<file path="src/acra_pkg.sv">
package acra_pkg;
    // Command codes and frame constants
    localparam logic [7:0] ACRA_CMD_READ = 8'h08;
    localparam logic [7:0] ACRA_CMD_WRITE = 8'h09;
    localparam logic [7:0] ACRA_READ_LEN = 8'h03;
    localparam logic [7:0] ACRA_WRITE_LEN_PTR = 8'h03;
    localparam logic [7:0] ACRA_WRITE_LEN_VAL = 8'h04;
    localparam logic [7:0] ACRA_READ_ADDR = 8'h69;
    localparam logic [7:0] ACRA_WRITE_ADDR = 8'h68;
    localparam logic [7:0] ACRA_READ_SIZE = 8'h01;
    localparam logic [7:0] ACRA_FLAG_KEEP = 8'h00;
    localparam logic [7:0] ACRA_FLAG_INCR = 8'h01;
    // Register index and field layout
    localparam logic [7:0] ACRA_TUNING_INDEX = 8'h04;
    localparam int ACRA_SENS_MSB = 5;
    localparam int ACRA_SENS_LSB = 4;
    localparam int ACRA_LMI_MSB = 3;
    localparam int ACRA_LMI_LSB = 0;
    localparam logic [7:0] ACRA_TUNING_DEFAULT = 8'h27;
    localparam logic [7:0] ACRA_TUNING_RESET = 8'h00;
    localparam logic [7:0] ACRA_INDEX_RESET = 8'h00;
    localparam logic [7:0] ACRA_RESERVED_MASK = 8'hC0;
    // Answer codes
    localparam logic [7:0] ACRA_RES_OK = 8'h00;
    localparam logic [7:0] ACRA_RES_BAD_LEN = 8'h82;
    localparam logic [7:0] ACRA_LEN_NONE = 8'h00;
    localparam logic [1:0] ACRA_ANS_TWO = 2'h2;
    localparam logic [1:0] ACRA_ANS_THREE = 2'h3;
    localparam int ACRA_PARAM_SLOTS = 4;

    // Answer frame handed to the byte sender
    typedef struct packed {
        logic [1:0] count;
        logic [7:0] byte0;
        logic [7:0] byte1;
        logic [7:0] byte2;
    } acra_answer_t;

    // Parser states, Gray from ACRA_IDLE up to ACRA_RESP; the return to ACRA_IDLE flips two bits
    typedef enum logic [2:0] {
        ACRA_IDLE = 3'h0,
        ACRA_LEN = 3'h1,
        ACRA_PARM = 3'h3,
        ACRA_EXEC = 3'h2,
        ACRA_RESP = 3'h6
    } acra_state_t;
endpackage

</file>
<file path="src/acra_answer_tx.sv">
`timescale 1ns/1ps
`default_nettype none
module acra_answer_tx
    import acra_pkg::*;
(
    input wire logic ref_clk_in, // System clock
    input wire logic rst_in, // Sync reset, high
    input wire logic load_in, // Start an answer
    input wire acra_pkg::acra_answer_t answer_in, // Answer bytes and count
    input wire logic tx_ready_in, // Host side takes byte
    output logic tx_valid_out, // Byte on offer
    output logic [7:0] tx_data_out, // Byte value
    output logic busy_out // Answer still draining
);
    logic [23:0] shift_reg;
    logic [1:0] left_reg;
    logic [7:0] data_reg;
    logic valid_reg;
    wire logic slot_free;
    wire logic send_next;

    // A new byte moves in once the previous one is gone
    assign slot_free = !valid_reg || tx_ready_in;
    assign send_next = slot_free && (left_reg != 2'h0);
    assign tx_valid_out = valid_reg;
    assign tx_data_out = data_reg;
    assign busy_out = valid_reg || (left_reg != 2'h0);

    // Shift register drains most significant byte first
    always_ff @(posedge ref_clk_in) begin
        if (rst_in) begin
            shift_reg <= 24'h000000;
            left_reg <= 2'h0;
            data_reg <= 8'h00;
            valid_reg <= 1'b0;
        end else if (load_in) begin
            shift_reg <= {answer_in.byte0, answer_in.byte1, answer_in.byte2};
            left_reg <= answer_in.count;
        end else if (send_next) begin
            data_reg <= shift_reg[23:16];
            shift_reg <= {shift_reg[15:0], 8'h00};
            left_reg <= left_reg - 2'h1;
            valid_reg <= 1'b1;
        end else if (tx_ready_in) begin
            valid_reg <= 1'b0;
        end
    end
endmodule
`default_nettype wire

</file>
<file path="src/acra_top.sv">
`timescale 1ns/1ps
`default_nettype none
module acra_top
    import acra_pkg::*;
#(
    parameter logic [7:0] TUNING_DEFAULT = ACRA_TUNING_DEFAULT
)(
    input wire logic ref_clk_in, // 250 MHz clock
    input wire logic rst_in, // Sync reset, high
    input wire logic rx_valid_in, // Command byte on offer
    input wire logic [7:0] rx_data_in, // Command byte
    output logic rx_ready_out, // Command byte taken
    output logic tx_valid_out, // Answer byte on offer
    output logic [7:0] tx_data_out, // Answer byte
    input wire logic tx_ready_in, // Answer byte taken
    input wire logic protocol_choose_in, // Protocol select executed
    output logic [1:0] demod_sensitivity_out, // Tuning bits 5:4
    output logic [3:0] load_mod_index_out, // Tuning bits 3:0
    output logic [7:0] index_pointer_out // Current index pointer
);
    import acra_pkg::*;

    // Default must leave the reserved bits clear
    if ((TUNING_DEFAULT & ACRA_RESERVED_MASK) != 8'h00) begin : g_bad_default
        $error("TUNING_DEFAULT sets reserved bits");
    end

    acra_state_t state_reg, state_next;
    logic [7:0] code_reg;
    logic [7:0] len_reg;
    logic [7:0] count_reg;
    logic [7:0] param_reg [ACRA_PARAM_SLOTS];
    logic [7:0] tuning_reg;
    logic [7:0] index_reg;
    logic rx_ready_reg;
    logic [1:0] sens_reg;
    logic [3:0] lmi_reg;
    logic answer_load_reg;
    acra_answer_t answer_reg;

    wire logic rx_take;
    wire logic last_param;
    wire logic is_read;
    wire logic is_write;
    wire logic read_ok;
    wire logic write_ptr_ok;
    wire logic write_val_ok;
    wire logic write_ok;
    wire logic store_tuning;
    wire logic [7:0] read_data;
    wire logic [7:0] index_after;
    wire logic tx_busy;
    acra_answer_t answer_next;

    // Byte handshake on the command side
    assign rx_take = rx_valid_in && rx_ready_reg;
    assign last_param = (count_reg == len_reg - 8'h01);

    // Frame classification
    assign is_read = (code_reg == ACRA_CMD_READ);
    assign is_write = (code_reg == ACRA_CMD_WRITE);
    assign read_ok = is_read && (len_reg == ACRA_READ_LEN)
        && (param_reg[0] == ACRA_READ_ADDR) && (param_reg[1] == ACRA_READ_SIZE);
    assign write_ptr_ok = (len_reg == ACRA_WRITE_LEN_PTR);
    assign write_val_ok = (len_reg == ACRA_WRITE_LEN_VAL);
    assign write_ok = is_write && (write_ptr_ok || write_val_ok)
        && (param_reg[0] == ACRA_WRITE_ADDR)
        && ((param_reg[1] == ACRA_FLAG_KEEP) || (param_reg[1] == ACRA_FLAG_INCR));

    // Only the tuning index is backed; other indices read as zero
    assign read_data = (index_reg == ACRA_TUNING_INDEX) ? tuning_reg : 8'h00;
    assign store_tuning = write_ok && write_val_ok
        && (param_reg[2] == ACRA_TUNING_INDEX);
    // Increment applies only to frames that carry a value byte, whether or not the value is stored
    assign index_after = (write_val_ok && (param_reg[1] == ACRA_FLAG_INCR))
        ? 8'(param_reg[2] + 8'h01) : param_reg[2];

    // Answer selection
    always_comb begin
        answer_next = '0;
        if (read_ok) begin
            answer_next.count = ACRA_ANS_THREE;
            answer_next.byte0 = ACRA_RES_OK;
            answer_next.byte1 = ACRA_READ_SIZE;
            answer_next.byte2 = read_data;
        end else if (write_ok) begin
            answer_next.count = ACRA_ANS_TWO;
            answer_next.byte0 = ACRA_RES_OK;
            answer_next.byte1 = ACRA_LEN_NONE;
        end else begin
            answer_next.count = ACRA_ANS_TWO;
            answer_next.byte0 = ACRA_RES_BAD_LEN;
            answer_next.byte1 = ACRA_LEN_NONE;
        end
    end

    // Parser sequencing
    always_comb begin
        state_next = state_reg;
        case (state_reg)
            ACRA_IDLE: begin
                if (rx_take) begin
                    state_next = ACRA_LEN;
                end
            end
            ACRA_LEN: begin
                if (rx_take) begin
                    state_next = (rx_data_in == 8'h00) ? ACRA_EXEC : ACRA_PARM;
                end
            end
            ACRA_PARM: begin
                if (rx_take && last_param) begin
                    state_next = ACRA_EXEC;
                end
            end
            ACRA_EXEC: begin
                // Frames for other commands are consumed without an answer
                state_next = (is_read || is_write) ? ACRA_RESP : ACRA_IDLE;
            end
            ACRA_RESP: begin
                if (!answer_load_reg && !tx_busy) begin
                    state_next = ACRA_IDLE;
                end
            end
            default: begin
                state_next = ACRA_IDLE;
            end
        endcase
    end

    // State, frame capture and handshake
    always_ff @(posedge ref_clk_in) begin
        if (rst_in) begin
            state_reg <= ACRA_IDLE;
            code_reg <= 8'h00;
            len_reg <= 8'h00;
            count_reg <= 8'h00;
            rx_ready_reg <= 1'b0;
        end else begin
            state_reg <= state_next;
            // No new bytes while executing or answering
            rx_ready_reg <= (state_next == ACRA_IDLE) || (state_next == ACRA_LEN)
                || (state_next == ACRA_PARM);
            if (rx_take && state_reg == ACRA_IDLE) begin
                code_reg <= rx_data_in;
            end
            if (rx_take && state_reg == ACRA_LEN) begin
                len_reg <= rx_data_in;
                count_reg <= 8'h00;
            end
            if (rx_take && state_reg == ACRA_PARM) begin
                count_reg <= count_reg + 8'h01;
            end
        end
    end

    // Parameter slots; extra bytes beyond four are dropped
    always_ff @(posedge ref_clk_in) begin
        if (rst_in) begin
            param_reg <= '{default: 8'h00};
        end else if (state_reg == ACRA_LEN) begin
            param_reg <= '{default: 8'h00};
        end else if (rx_take && state_reg == ACRA_PARM && count_reg < 8'h04) begin
            param_reg[count_reg[1:0]] <= rx_data_in;
        end
    end

    // Tuning register and index pointer
    always_ff @(posedge ref_clk_in) begin
        if (rst_in) begin
            tuning_reg <= ACRA_TUNING_RESET;
            index_reg <= ACRA_INDEX_RESET;
        end else begin
            if (protocol_choose_in) begin
                tuning_reg <= TUNING_DEFAULT;
            end else if (state_reg == ACRA_EXEC && store_tuning) begin
                tuning_reg <= param_reg[3];
            end
            if (state_reg == ACRA_EXEC && write_ok) begin
                index_reg <= index_after;
            end
        end
    end

    // Answer launch and registered field outputs
    always_ff @(posedge ref_clk_in) begin
        if (rst_in) begin
            answer_load_reg <= 1'b0;
            answer_reg <= '0;
            sens_reg <= 2'h0;
            lmi_reg <= 4'h0;
        end else begin
            answer_load_reg <= (state_reg == ACRA_EXEC) && (is_read || is_write);
            answer_reg <= answer_next;
            sens_reg <= tuning_reg[ACRA_SENS_MSB:ACRA_SENS_LSB];
            lmi_reg <= tuning_reg[ACRA_LMI_MSB:ACRA_LMI_LSB];
        end
    end

    assign rx_ready_out = rx_ready_reg;
    assign demod_sensitivity_out = sens_reg;
    assign load_mod_index_out = lmi_reg;
    assign index_pointer_out = index_reg;

    acra_answer_tx u_answer_tx (
        .ref_clk_in(ref_clk_in),
        .rst_in(rst_in),
        .load_in(answer_load_reg),
        .answer_in(answer_reg),
        .tx_ready_in(tx_ready_in),
        .tx_valid_out(tx_valid_out),
        .tx_data_out(tx_data_out),
        .busy_out(tx_busy)
    );
endmodule
`default_nettype wire
</file>
<file path="config.mk">
export PLATFORM = sky130hd
export DESIGN_NAME = acra_top
export DESIGN_NICKNAME = d
export VERILOG_FILES = /design/src/acra_pkg.sv /design/src/acra_answer_tx.sv /design/src/acra_top.sv
export SDC_FILE = /design/constraint.sdc
export NUM_CORES = 1
export LEC_CHECK = 0
export ABC_AREA = 1
export BUFFER_PORTS_ARGS = -buffer_cell sky130_fd_sc_hd__buf_2
export CORE_MARGIN = 3
export CORE_UTILIZATION = 45
export CTS_CLUSTER_SIZE = 16
export DETAILED_ROUTE_END_ITERATION = 8
export PLACE_DENSITY_LB_ADDON = 0.1
export SYNTH_ARGS = -nofsm -noshare
export SYNTH_HDL_FRONTEND = slang
export SYNTH_SLANG_ARGS = --single-unit
</file>
<file path="constraint.sdc">
create_clock -name ref_clk_in -period 3 [get_ports ref_clk_in]
set_clock_uncertainty 0.15 [all_clocks]
set_input_delay 0.15 -clock ref_clk_in [delete_from_list [all_inputs] [get_ports ref_clk_in]]
set_output_delay 0.15 -clock ref_clk_in [all_outputs]
set_load 0.005 [all_outputs]
</file>
# Yosys cells after proc, flatten, opt, wreduce, memory -nomap -nowiden
# Cells that the tools add are included.
[classes] n_mul=0 n_lt_le_gt_ge=3 reduce_logical=46 eq_ne=16 bitwise_logic=4 shifts=0 n_div=0 addsub=4 muxes=23
[op_table] cell="$mux 24" count=2
[op_table] cell="$bwmux 32" count=1
[op_table] cell="$mux 8" count=4
[op_table] cell="$eq 8x3->1 const B" count=3
[op_table] cell="$logic_and 1x1->1" count=21
[op_table] cell="$mux 17" count=1
[op_table] cell="$add 8x1->8 const B" count=2
[op_table] cell="$demux 8 s2" count=1
[op_table] cell="$eq 8x4->1 const B" count=2
[op_table] cell="$eq 8x7->1 const B" count=2
[op_table] cell="$logic_not 8->1" count=2
[op_table] cell="$mux 16" count=1
[op_table] cell="$mux 3" count=5
[op_table] cell="$pmux 3 s5" count=1
[op_table] cell="$mux 6" count=2
[op_table] cell="$reduce_bool 2->1" count=5
[op_table] cell="$eq 3x2->1 const B" count=3
[op_table] cell="$eq 8x1->1 const B" count=1
[op_table] cell="$eq 8x2->1 const B" count=1
[op_table] cell="$eq 8x8->1" count=1
[op_table] cell="$lt 8x3->1 const B" count=1
[op_table] cell="$sub 8x1->8 const B" count=1
[op_table] cell="$logic_or 1x1->1" count=7
[op_table] cell="$eq 3x1->1 const B" count=2
[op_table] cell="13 further kinds" count=24
[totals] latchBits=0 mem_bits_ro=0 ramBits=0 in_bits=13 mem_count=0 reg_bits=144

# Logic depth before layout (Yosys ltp)
# Gate-level depths: netlist of run 1.
[logic_depth] ltp_word=10 ltp_mapped=14 depth_no_buf=14

# Modules after synthesis
# From an unflattened synthesis of run 1, not the netlist that was laid out.
[hier_totals] hier_cells=824 area_unflattened_um2=5918.2
[by_module_without_submodules] module="acra_top" cells_each=590 area_each_um2=4307.9 instances=1
[by_module_without_submodules] module="acra_answer_tx" cells_each=234 area_each_um2=1610.3 instances=1

# Least setup slack after synthesis of run 1
# Ideal clock, no wire load.
[synth_timing] kind="reg2reg" startpoint="register len_reg[0]" endpoint="register tuning_reg[0]" path_stages_with_launch=11 setup_ns=0.118 setup_slack_ns=1.203 n_path_buf=1 period_less_slack_ns=1.797 arrival_ns=1.529 cell_sequence="dfxtp_1 -> inv_1 -> ha_1 -> nand3_2 -> nor2_2 -> inv_2 -> nor2_2 -> nand4_4 -> buf_6 -> nor3_1 -> nor2_1"
[synth_via] elab_chain_len=9 elab_cells_between_ends=10 cone_classes="eq/ne: 2; reduce/logical: 8"
[synth_lines] item="from (decl)" line_no="acra_top.sv:30" source="logic [7:0] len_reg;"
[synth_lines] item="from (signal assigned)" line_no="acra_top.sv:148" source="len_reg <= rx_data_in;"
[synth_lines] item="$eq 8x2->1 / $eq 8x3->1 (equally long branches)" line_no="acra_top.sv:64, acra_top.sv:65"
[synth_lines] item="$logic_or 1x1->1" line_no="acra_top.sv:66" source="assign write_ok = is_write && (write_ptr_ok || write_val_ok)"
[synth_lines] item="$logic_and 1x1->1" line_no="acra_top.sv:66"
[synth_lines] item="$logic_and 1x1->1" line_no="acra_top.sv:67" source="&& (param_reg[0] == ACRA_WRITE_ADDR)"
[synth_lines] item="$logic_and 1x1->1" line_no="acra_top.sv:68" source="&& ((param_reg[1] == ACRA_FLAG_KEEP) || (param_reg[1] == ACRA_FLAG_INCR));"
[synth_lines] item="$logic_and 1x1->1 *" line_no="acra_top.sv:72" source="assign store_tuning = write_ok && write_val_ok"
[synth_lines] item="$logic_and 1x1->1 *" line_no="acra_top.sv:73" source="&& (param_reg[2] == ACRA_TUNING_INDEX);"
[synth_lines] item="$logic_and 1x1->1 *" line_no="acra_top.sv:176" source="end else if (state_reg == ACRA_EXEC && store_tuning) begin"
[synth_lines] item="$reduce_bool 2->1 (no source line) *"
[synth_lines] item="to (signal assigned)" line_no="acra_top.sv:177" source="tuning_reg <= param_reg[3];"
[synth_lines] item="to (decl)" line_no="acra_top.sv:33" source="logic [7:0] tuning_reg;"
# Every way passes the cells marked *; elsewhere a longest branch is shown, timed or not.
# A chain may end at the register's enable or synchronous reset.

# Final worst setup path of run 1
[layout_timing] startpoint="register count_reg[4]" endpoint="register param_reg[29] (netlist name)"
[layout_via] elab_chain_len=2
[layout_lines] item="from (decl)" line_no="acra_top.sv:31" source="logic [7:0] count_reg;"
[layout_lines] item="from (signal assigned)" line_no="acra_top.sv:152" source="count_reg <= count_reg + 8'h01;"
[layout_lines] item="$lt 8x3->1" line_no="acra_top.sv:163" source="end else if (rx_take && state_reg == ACRA_PARM && count_reg < 8'h04) begin"
[layout_lines] item="$logic_and 1x1->1" line_no="acra_top.sv:163"
[layout_lines] item="to (signal, indexed assignment)" line_no="acra_top.sv:164" source="param_reg[count_reg[1:0]] <= rx_data_in;"
[layout_lines] item="to (decl)" line_no="acra_top.sv:32" source="logic [7:0] param_reg [ACRA_PARAM_SLOTS];"
# Every way passes these cells.

==> flow_metrics.env, run 1 <==
export IMPL_synth_area_leader_cell="dfxtp_1"
export IMPL_die_width_um=117
export IMPL_design_portCount=37
export IMPL_grt_pass1_vias=4489
export IMPL_place_gp_congestion=0.836
export IMPL_vdd_ir_drop_worst_mv=0.446
export IMPL_final_period_minus_worst_setup_slack_ns=2.11
export IMPL_postSynth_asyncResetShare_pct=0
export IMPL_synthToLayoutAreaGrowth_pct=19.5
export IMPL_leakagePower_uw=0.00266
export IMPL_portion_of_the_clock_cycle_consumed_by_the_worst_path_in_the_final_layout_pct=70.3
export IMPL_layout_commonest_cell="nand2_1"
export IMPL_avgSynthCellArea_um2=7.61
export IMPL_run_status="completed"
export IMPL_ys_ff_latch=129
export IMPL_finalMaxSlewViolations=0
export IMPL_clock_sink_count=129
export IMPL_worstHoldPathCells=5
export IMPL_power_share_sequential_pct=40.3
export IMPL_cellPowerDensity_nw_per_um2=680
export IMPL_vias_per_cell=4.95
export IMPL_drt_antenna_violating_nets=0
export IMPL_syn_instance_count=730
export IMPL_hpwlAfterDp_um=8940
export IMPL_initial_antenna_violation_count=0
export IMPL_pre_cts_worst_setup_slack_ns=0.971
export IMPL_synthesis_nets=752
export IMPL_globalRoute_totalOverflow=0
export IMPL_synth_seq_area_share_pct=46.5
export IMPL_path_clk_slew_ns=0.06
export IMPL_r2r_end="param_reg[29]"
export IMPL_number_of_detailed_route_iterations_in_the_first_pass=7
export IMPL_p_clk_share_pct=49.8
export IMPL_timing_reg2reg_setup_slack_ns=0.89
export IMPL_cts_htree_levels=4
export IMPL_maxClockFrequency_mhz=474
export IMPL_rr_worst_depth=7
export IMPL_grt_pass1_wl_um=21300
export IMPL_number_of_flip_flops_in_the_largest_register=32
export IMPL_maxCapViolations=0
export IMPL_post_cts_resize_count=0
export IMPL_mostFrequentLayoutCells="146 x nand2_1, 129 x dfxtp_1, 103 x nor2_1"
export IMPL_commonest_register_cell_after_synthesis="dfxtp_1"
export IMPL_synth_top_cell_area_share_pct=46.5
export IMPL_synth_edff_count=0
export IMPL_timing_critical_path_required_ns=3.19
export IMPL_critPathLaunchType="flop"
export IMPL_die_height_um=117
export IMPL_fp_dieArea_um2=13700
export IMPL_finalNetCount=799
export IMPL_post_drt_wl_per_cell_um=13.3
export IMPL_clockRootBuffer="clkbuf_16"
export IMPL_post_route_drc_count=0
export IMPL_syn_area_um2=5550
export IMPL_worst_path_max_fanout=12
export IMPL_setup_tns_final_ns=0
export IMPL_synthTopCellsByArea="dfxtp_1 47%, nand2_1 9.9%, nor2_1 7.0%"
export IMPL_finalWirelength_um=12600
export IMPL_worst_skew_pair_later_pin_latency_ns=0.41
export IMPL_timing_max_slew_rel_slack_pct=62.3
export IMPL_synth_warning_count=0
export IMPL_num_vias=4727
export IMPL_hold_path_endpoint="count_reg[1]"
export IMPL_timing_rr_start="count_reg[4]"
export IMPL_grt_start_max_net_pins=48
export IMPL_critPathCaptureType="flop"
export IMPL_placed_cell_area_um2=5870
export IMPL_drtIter0Drc=295
export IMPL_worst_slew_pin_transition_ns=0.564
export IMPL_postCtsSetupRepairBufs=0
export IMPL_placement_rows=39
export IMPL_fraction_of_final_layout_cells_sized_beyond_drive_strength_1_pct=15.6
export IMPL_place_port_buffers=36
export IMPL_tritoncts_clock_tree="yes"
export IMPL_rsz0062_at_grt="no"
export IMPL_starting_density_of_the_core_pct=47.2
export IMPL_power_switching_uw=1090
export IMPL_critical_path_type="flop to flop"
export IMPL_clock_buffer_depth=2
export IMPL_cts_buffers_inserted=17
export IMPL_critPathArrivalTime_ns=2.30
export IMPL_antenna_cells_inserted=0
export IMPL_core_um2=11800
export IMPL_setup_violations=0
export IMPL_hold_viol_final=0
export IMPL_synth_lib_cells_used_distinct=36
export IMPL_setup_slack_ns=0.891
export IMPL_internal_power_uw=3420
export IMPL_grt_use_total_pct=20.1
export IMPL_postLayoutCellArea_um2=6640
export IMPL_holdCritPathClass="primary input to flop"
export IMPL_combPwrFrac_pct=9.9
export IMPL_share_of_total_power_consumed_by_net_switching_pct=24.1
export IMPL_worst_min_delay_path_startpoint="rx_valid_in"
[cells by family after synthesis]
kind of cell / synth area share (%)
AO/OA/AOI/OAI: 15.3
XOR/XNOR: 1.58
adder cells (fa/ha/maj): 2.03
buffers and inverters: 7.19
flip-flops: 46.5
AND/OR/NAND/NOR: 27.4
[through the flow]
step	utilization [%]	total power [uW]	hold slack, ns	std cells
floorplan	-	2160	0.0828	730
global placement	49.9	2290	0.281	911
detailed placement	49.9	2300	0.276	911
CTS	56.4	4560	0.164	954
global route	56.4	4700	0.200	954
finish	56.4	4510	0.178	954
[power by group through the flow]
stage / clock network (uW) / registers, uW / logic (uW)
4_1_cts: 2290 / 1820 / 454
5_1_grt: 2360 / 1830 / 511
2_1_floorplan: 0 / 1850 / 310
3_5_place_dp: 0 / 1860 / 441
3_3_place_gp: 0 / 1850 / 434
6_report: 2250 / 1820 / 449
[cell usage after synthesis (2+ instances only)]
| cell type | instances |
|---|---|
| inv_2 | 9 |
| clkbuf_1 | 18 |
| nor2_2 | 7 |
| o21ai_1 | 5 |
| nor3_1 | 11 |
| nor4_1 | 3 |
| nor2_4 | 2 |
| nand3_2 | 7 |
| nor3_2 | 4 |
| ha_1 | 9 |
| buf_2 | 4 |
| a31oi_1 | 4 |
| clkinv_1 | 2 |
| xor2_1 | 6 |
| inv_1 | 64 |
| xnor2_1 | 4 |
| a21oi_1 | 68 |
| nand2_1 | 146 |
| buf_4 | 2 |
| nand4_1 | 8 |
| o21ai_0 | 39 |
| nor2_1 | 103 |
| a211oi_2 | 17 |
| dfxtp_1 | 129 |
| nand3_1 | 48 |
[critical path, cell delays in order (launching register included)]
cell and delay (ns):
dfxtp_1 0.37, inv_2 0.09, nand4_1 0.11, nor3_2 0.30, nand3_1 0.50, inv_1 0.31, nand2_1 0.07, a21oi_1 0.13
[cell type report]
| type | instances | area (um^2) |
|---|---|---|
| multi-input combinational | 500 | 2570 |
| sequential | 129 | 2580 |
| clock inverter | 13 | 209 |
| fill | 1099 | 5120 |
| inverter | 75 | 282 |
| tap | 164 | 205 |
| clock buffer | 19 | 443 |
| timing repair buffer | 54 | 343 |
[how the worst max path moves through the flow]
stage,start,to,cells after the start
floorplan,len_reg[0],tuning_reg[0],10
global placement,count_reg[4],param_reg[30],7
detailed placement,count_reg[4],param_reg[29],7
CTS,count_reg[4],param_reg[29],7
global route,count_reg[3],param_reg[29],7
finish,count_reg[4],param_reg[29],7
[routing by layer]
| layer | vias up | global-route usage (%) | share of wire (%) |
|---|---|---|---|
| met1 | 2126 | 26.0 | 47 |
| li1 | 2485 | - | - |
| met4 | 0 | 8.41 | 2.3 |
| met2 | 90 | 31.9 | 46 |
| met3 | 26 | 5.19 | 4.6 |
| met5 | - | 0 | 0 |
[timing repair]
action                                  CTS  global route
hold endpoints to repair                 48             0
hold buffers                             11             0
endpoints found under the setup margin    0             0
No activity file was read; power rests on OpenSTA's default activity.
==> run 2: changes to the inputs <==
Clock period 3 ns to 2 ns, I/O delays scaled along.
==> run 2 against run 1 <==
Effect of this change: combinational power increased by 55%; worst hold slack got worse by 0.041 ns; highest routed layer unchanged; final area increased by 1.6%.
==> flow_metrics.env, run 2 (synthesis gave the netlist of run 1 again) <==
export IMPL_run_status="completed"
export IMPL_fraction_of_final_layout_cells_sized_beyond_drive_strength_1_pct=17.4
export IMPL_fp_dieArea_um2=13700
export IMPL_mostFrequentLayoutCells="146 x nand2_1, 129 x dfxtp_1, 103 x nor2_1"
export IMPL_cts_buffers_inserted=17
export IMPL_design_portCount=37
export IMPL_crit_chain="inv_1 -> ha_4 -> nand3_2 -> nor2_2 -> inv_2 -> nor2_4 -> nand4_2 -> o21ai_1 -> nor2_1"
export IMPL_initial_antenna_violation_count=0
export IMPL_worst_skew_pair_later_pin_latency_ns=0.42
export IMPL_timing_critical_path_slowest_cell_delay_ns=0.32
export IMPL_grt_start_max_net_pins=47
export IMPL_worstHoldPathCells=5
export IMPL_filler_cell_count_in_the_final_layout=1126
export IMPL_worst_path_max_fanout=8
export IMPL_vdd_ir_drop_worst_mv=0.704
export IMPL_starting_density_of_the_core_pct=47.2
export IMPL_die_width_um=117
export IMPL_place_port_buffers=36
export IMPL_critical_path_type="flop to flop"
export IMPL_number_of_flip_flops_in_the_largest_register=32
export IMPL_globalRoute_totalOverflow=0
export IMPL_leakagePower_uw=0.00273
export IMPL_grt_pass1_wl_um=21400
export IMPL_holdCritPathClass="primary input to flop"
export IMPL_critPathCaptureType="flop"
export IMPL_finalWirelength_um=13000
export IMPL_grt_use_total_pct=20.3
export IMPL_vias_per_cell=4.98
export IMPL_crit_path_top_delay_cell="dfxtp_1"
export IMPL_number_of_detailed_route_iterations_in_the_first_pass=5
export IMPL_clock_buffer_depth=2
export IMPL_hold_viol_final=0
export IMPL_timing_reg2reg_setup_slack_ns=0.13
export IMPL_num_vias=4798
export IMPL_placement_rows=39
export IMPL_timing_critical_path_required_ns=2.17
export IMPL_area_sequential_um2=2580
export IMPL_tritoncts_clock_tree="yes"
export IMPL_drtIter0Drc=384
export IMPL_layout_commonest_cell="nand2_1"
export IMPL_timing_rr_start="len_reg[0]"
export IMPL_finalMaxSlewViolations=0
export IMPL_rsz0062_at_grt="yes"
export IMPL_setup_violations=0
export IMPL_hpwlAfterDp_um=8950
export IMPL_rr_worst_depth=9
export IMPL_grt_pass1_vias=4516
export IMPL_synthToLayoutAreaGrowth_pct=21.4
export IMPL_die_height_um=117
export IMPL_design_power_total_uw=6650
export IMPL_multi_input_comb_area_um2=2620
export IMPL_worst_min_delay_path_startpoint="rx_valid_in"
export IMPL_final_cell_count_no_fill=964
export IMPL_cts_htree_levels=4
export IMPL_final_period_minus_worst_setup_slack_ns=1.87
export IMPL_clock_sink_count=129
export IMPL_hold_path_endpoint="count_reg[1]"
export IMPL_portion_of_the_clock_cycle_consumed_by_the_worst_path_in_the_final_layout_pct=93.7
export IMPL_post_drt_wl_per_cell_um=13.5
export IMPL_path_clk_slew_ns=0.05
export IMPL_timing_max_slew_rel_slack_pct=56.7
export IMPL_critPathLaunchType="flop"
export IMPL_maxCapViolations=0
export IMPL_antenna_cells_inserted=0
export IMPL_drt_antenna_violating_nets=0
export IMPL_finalNetCount=810
export IMPL_maxClockFrequency_mhz=534
export IMPL_core_um2=11800
export IMPL_post_route_drc_count=0
export IMPL_r2r_end="tuning_reg[3]"
export IMPL_post_place_cells=919
export IMPL_clockRootBuffer="clkbuf_16"
export IMPL_critPathArrivalTime_ns=2.04
export IMPL_place_gp_congestion=0.874
export IMPL_worst_slew_pin_transition_ns=0.646
export IMPL_cellPowerDensity_nw_per_um2=986
==> run 2: changes by cell type in the layout (fill, tap and decap cells not counted), sizes merged <==
| cell | previous run | this run |
|---|---|---|
| clkinvlp | 3 | 2 |
| bufinv | 5 | 3 |
| nand4 | 10 | 11 |
| buf | 43 | 53 |
| clkbuf | 19 | 22 |
| inv | 74 | 73 |
==> run 2: metrics by stage <==
step	setup WS (ns)	hold WS, ns	cell area [um^2]	setup TNS (ns)	util, %
2_1_floorplan	0.203	0.0328	5550	0	-
3_3_place_gp	0.0990	0.219	5950	0	50.6
3_5_place_dp	0.0170	0.215	5950	0	50.6
4_1_cts	0.00136	0.119	6680	0	56.8
5_1_grt	-0.0111	0.174	6740	-0.0358	57.3
6_report	0.126	0.138	6740	0	57.3
==> run 2: repair_timing <==
| action | in CTS | in global routing |
|---|---|---|
| setup endpoints to repair | 0 | 24 |
| endpoints found under the hold margin | 61 | 0 |
| hold buffers | 11 | 0 |
| setup buffers | 0 | 2 |
| gates resized for setup | 0 | 8 |
==> run 2: critical path: cells and delay by family, from the launching register on <==
family,cells,cell delay [ns]
and+or+nand+nor,5,0.71
DFF,1,0.32
buffers and inverters,2,0.21
adders and majority gates,1,0.19
AOI/OAI and AO/OA,1,0.19
==> run 2: worst max path at each step <==
stage / from / to / slack (ns) / cells after the start
after floorplan: len_reg[0] / tuning_reg[0] / 0.20 / 10
after global placement: len_reg[0] / tuning_reg[0] / 0.1 / 9
after detailed placement: len_reg[0] / tuning_reg[2] / 0.02 / 9
after CTS: len_reg[0] / tuning_reg[2] / 0.001 / 9
after global routing: count_reg[3] / param_reg[0] / -0.01 / 7
final: len_reg[0] / tuning_reg[3] / 0.13 / 9
==> run 2: per-layer routing <==
metal	up-vias	share of wire [%]	GRT usage [%]
li1	2504	-	-
met1	2191	48	26.5
met2	81	46	31.6
met3	22	3.8	5.19
met4	0	2.1	9.17
met5	-	0	0
==> run 2: area by class of cell <==
type / instances / share of cell area, %
multi-input combinational: 501 / 38.8
clock inverter: 9 / 1.91
clock buffer: 22 / 7.33
inverter: 75 / 4.18
sequential: 129 / 38.3
timing repair buffer: 64 / 6.39
tap: 164 / 3.04
==> run 2: power breakdown <==
part	total, uW	switching, uW	internal (uW)
Combinational	697	471	226
Clock	3220	1110	2110
Sequential	2730	55.4	2680
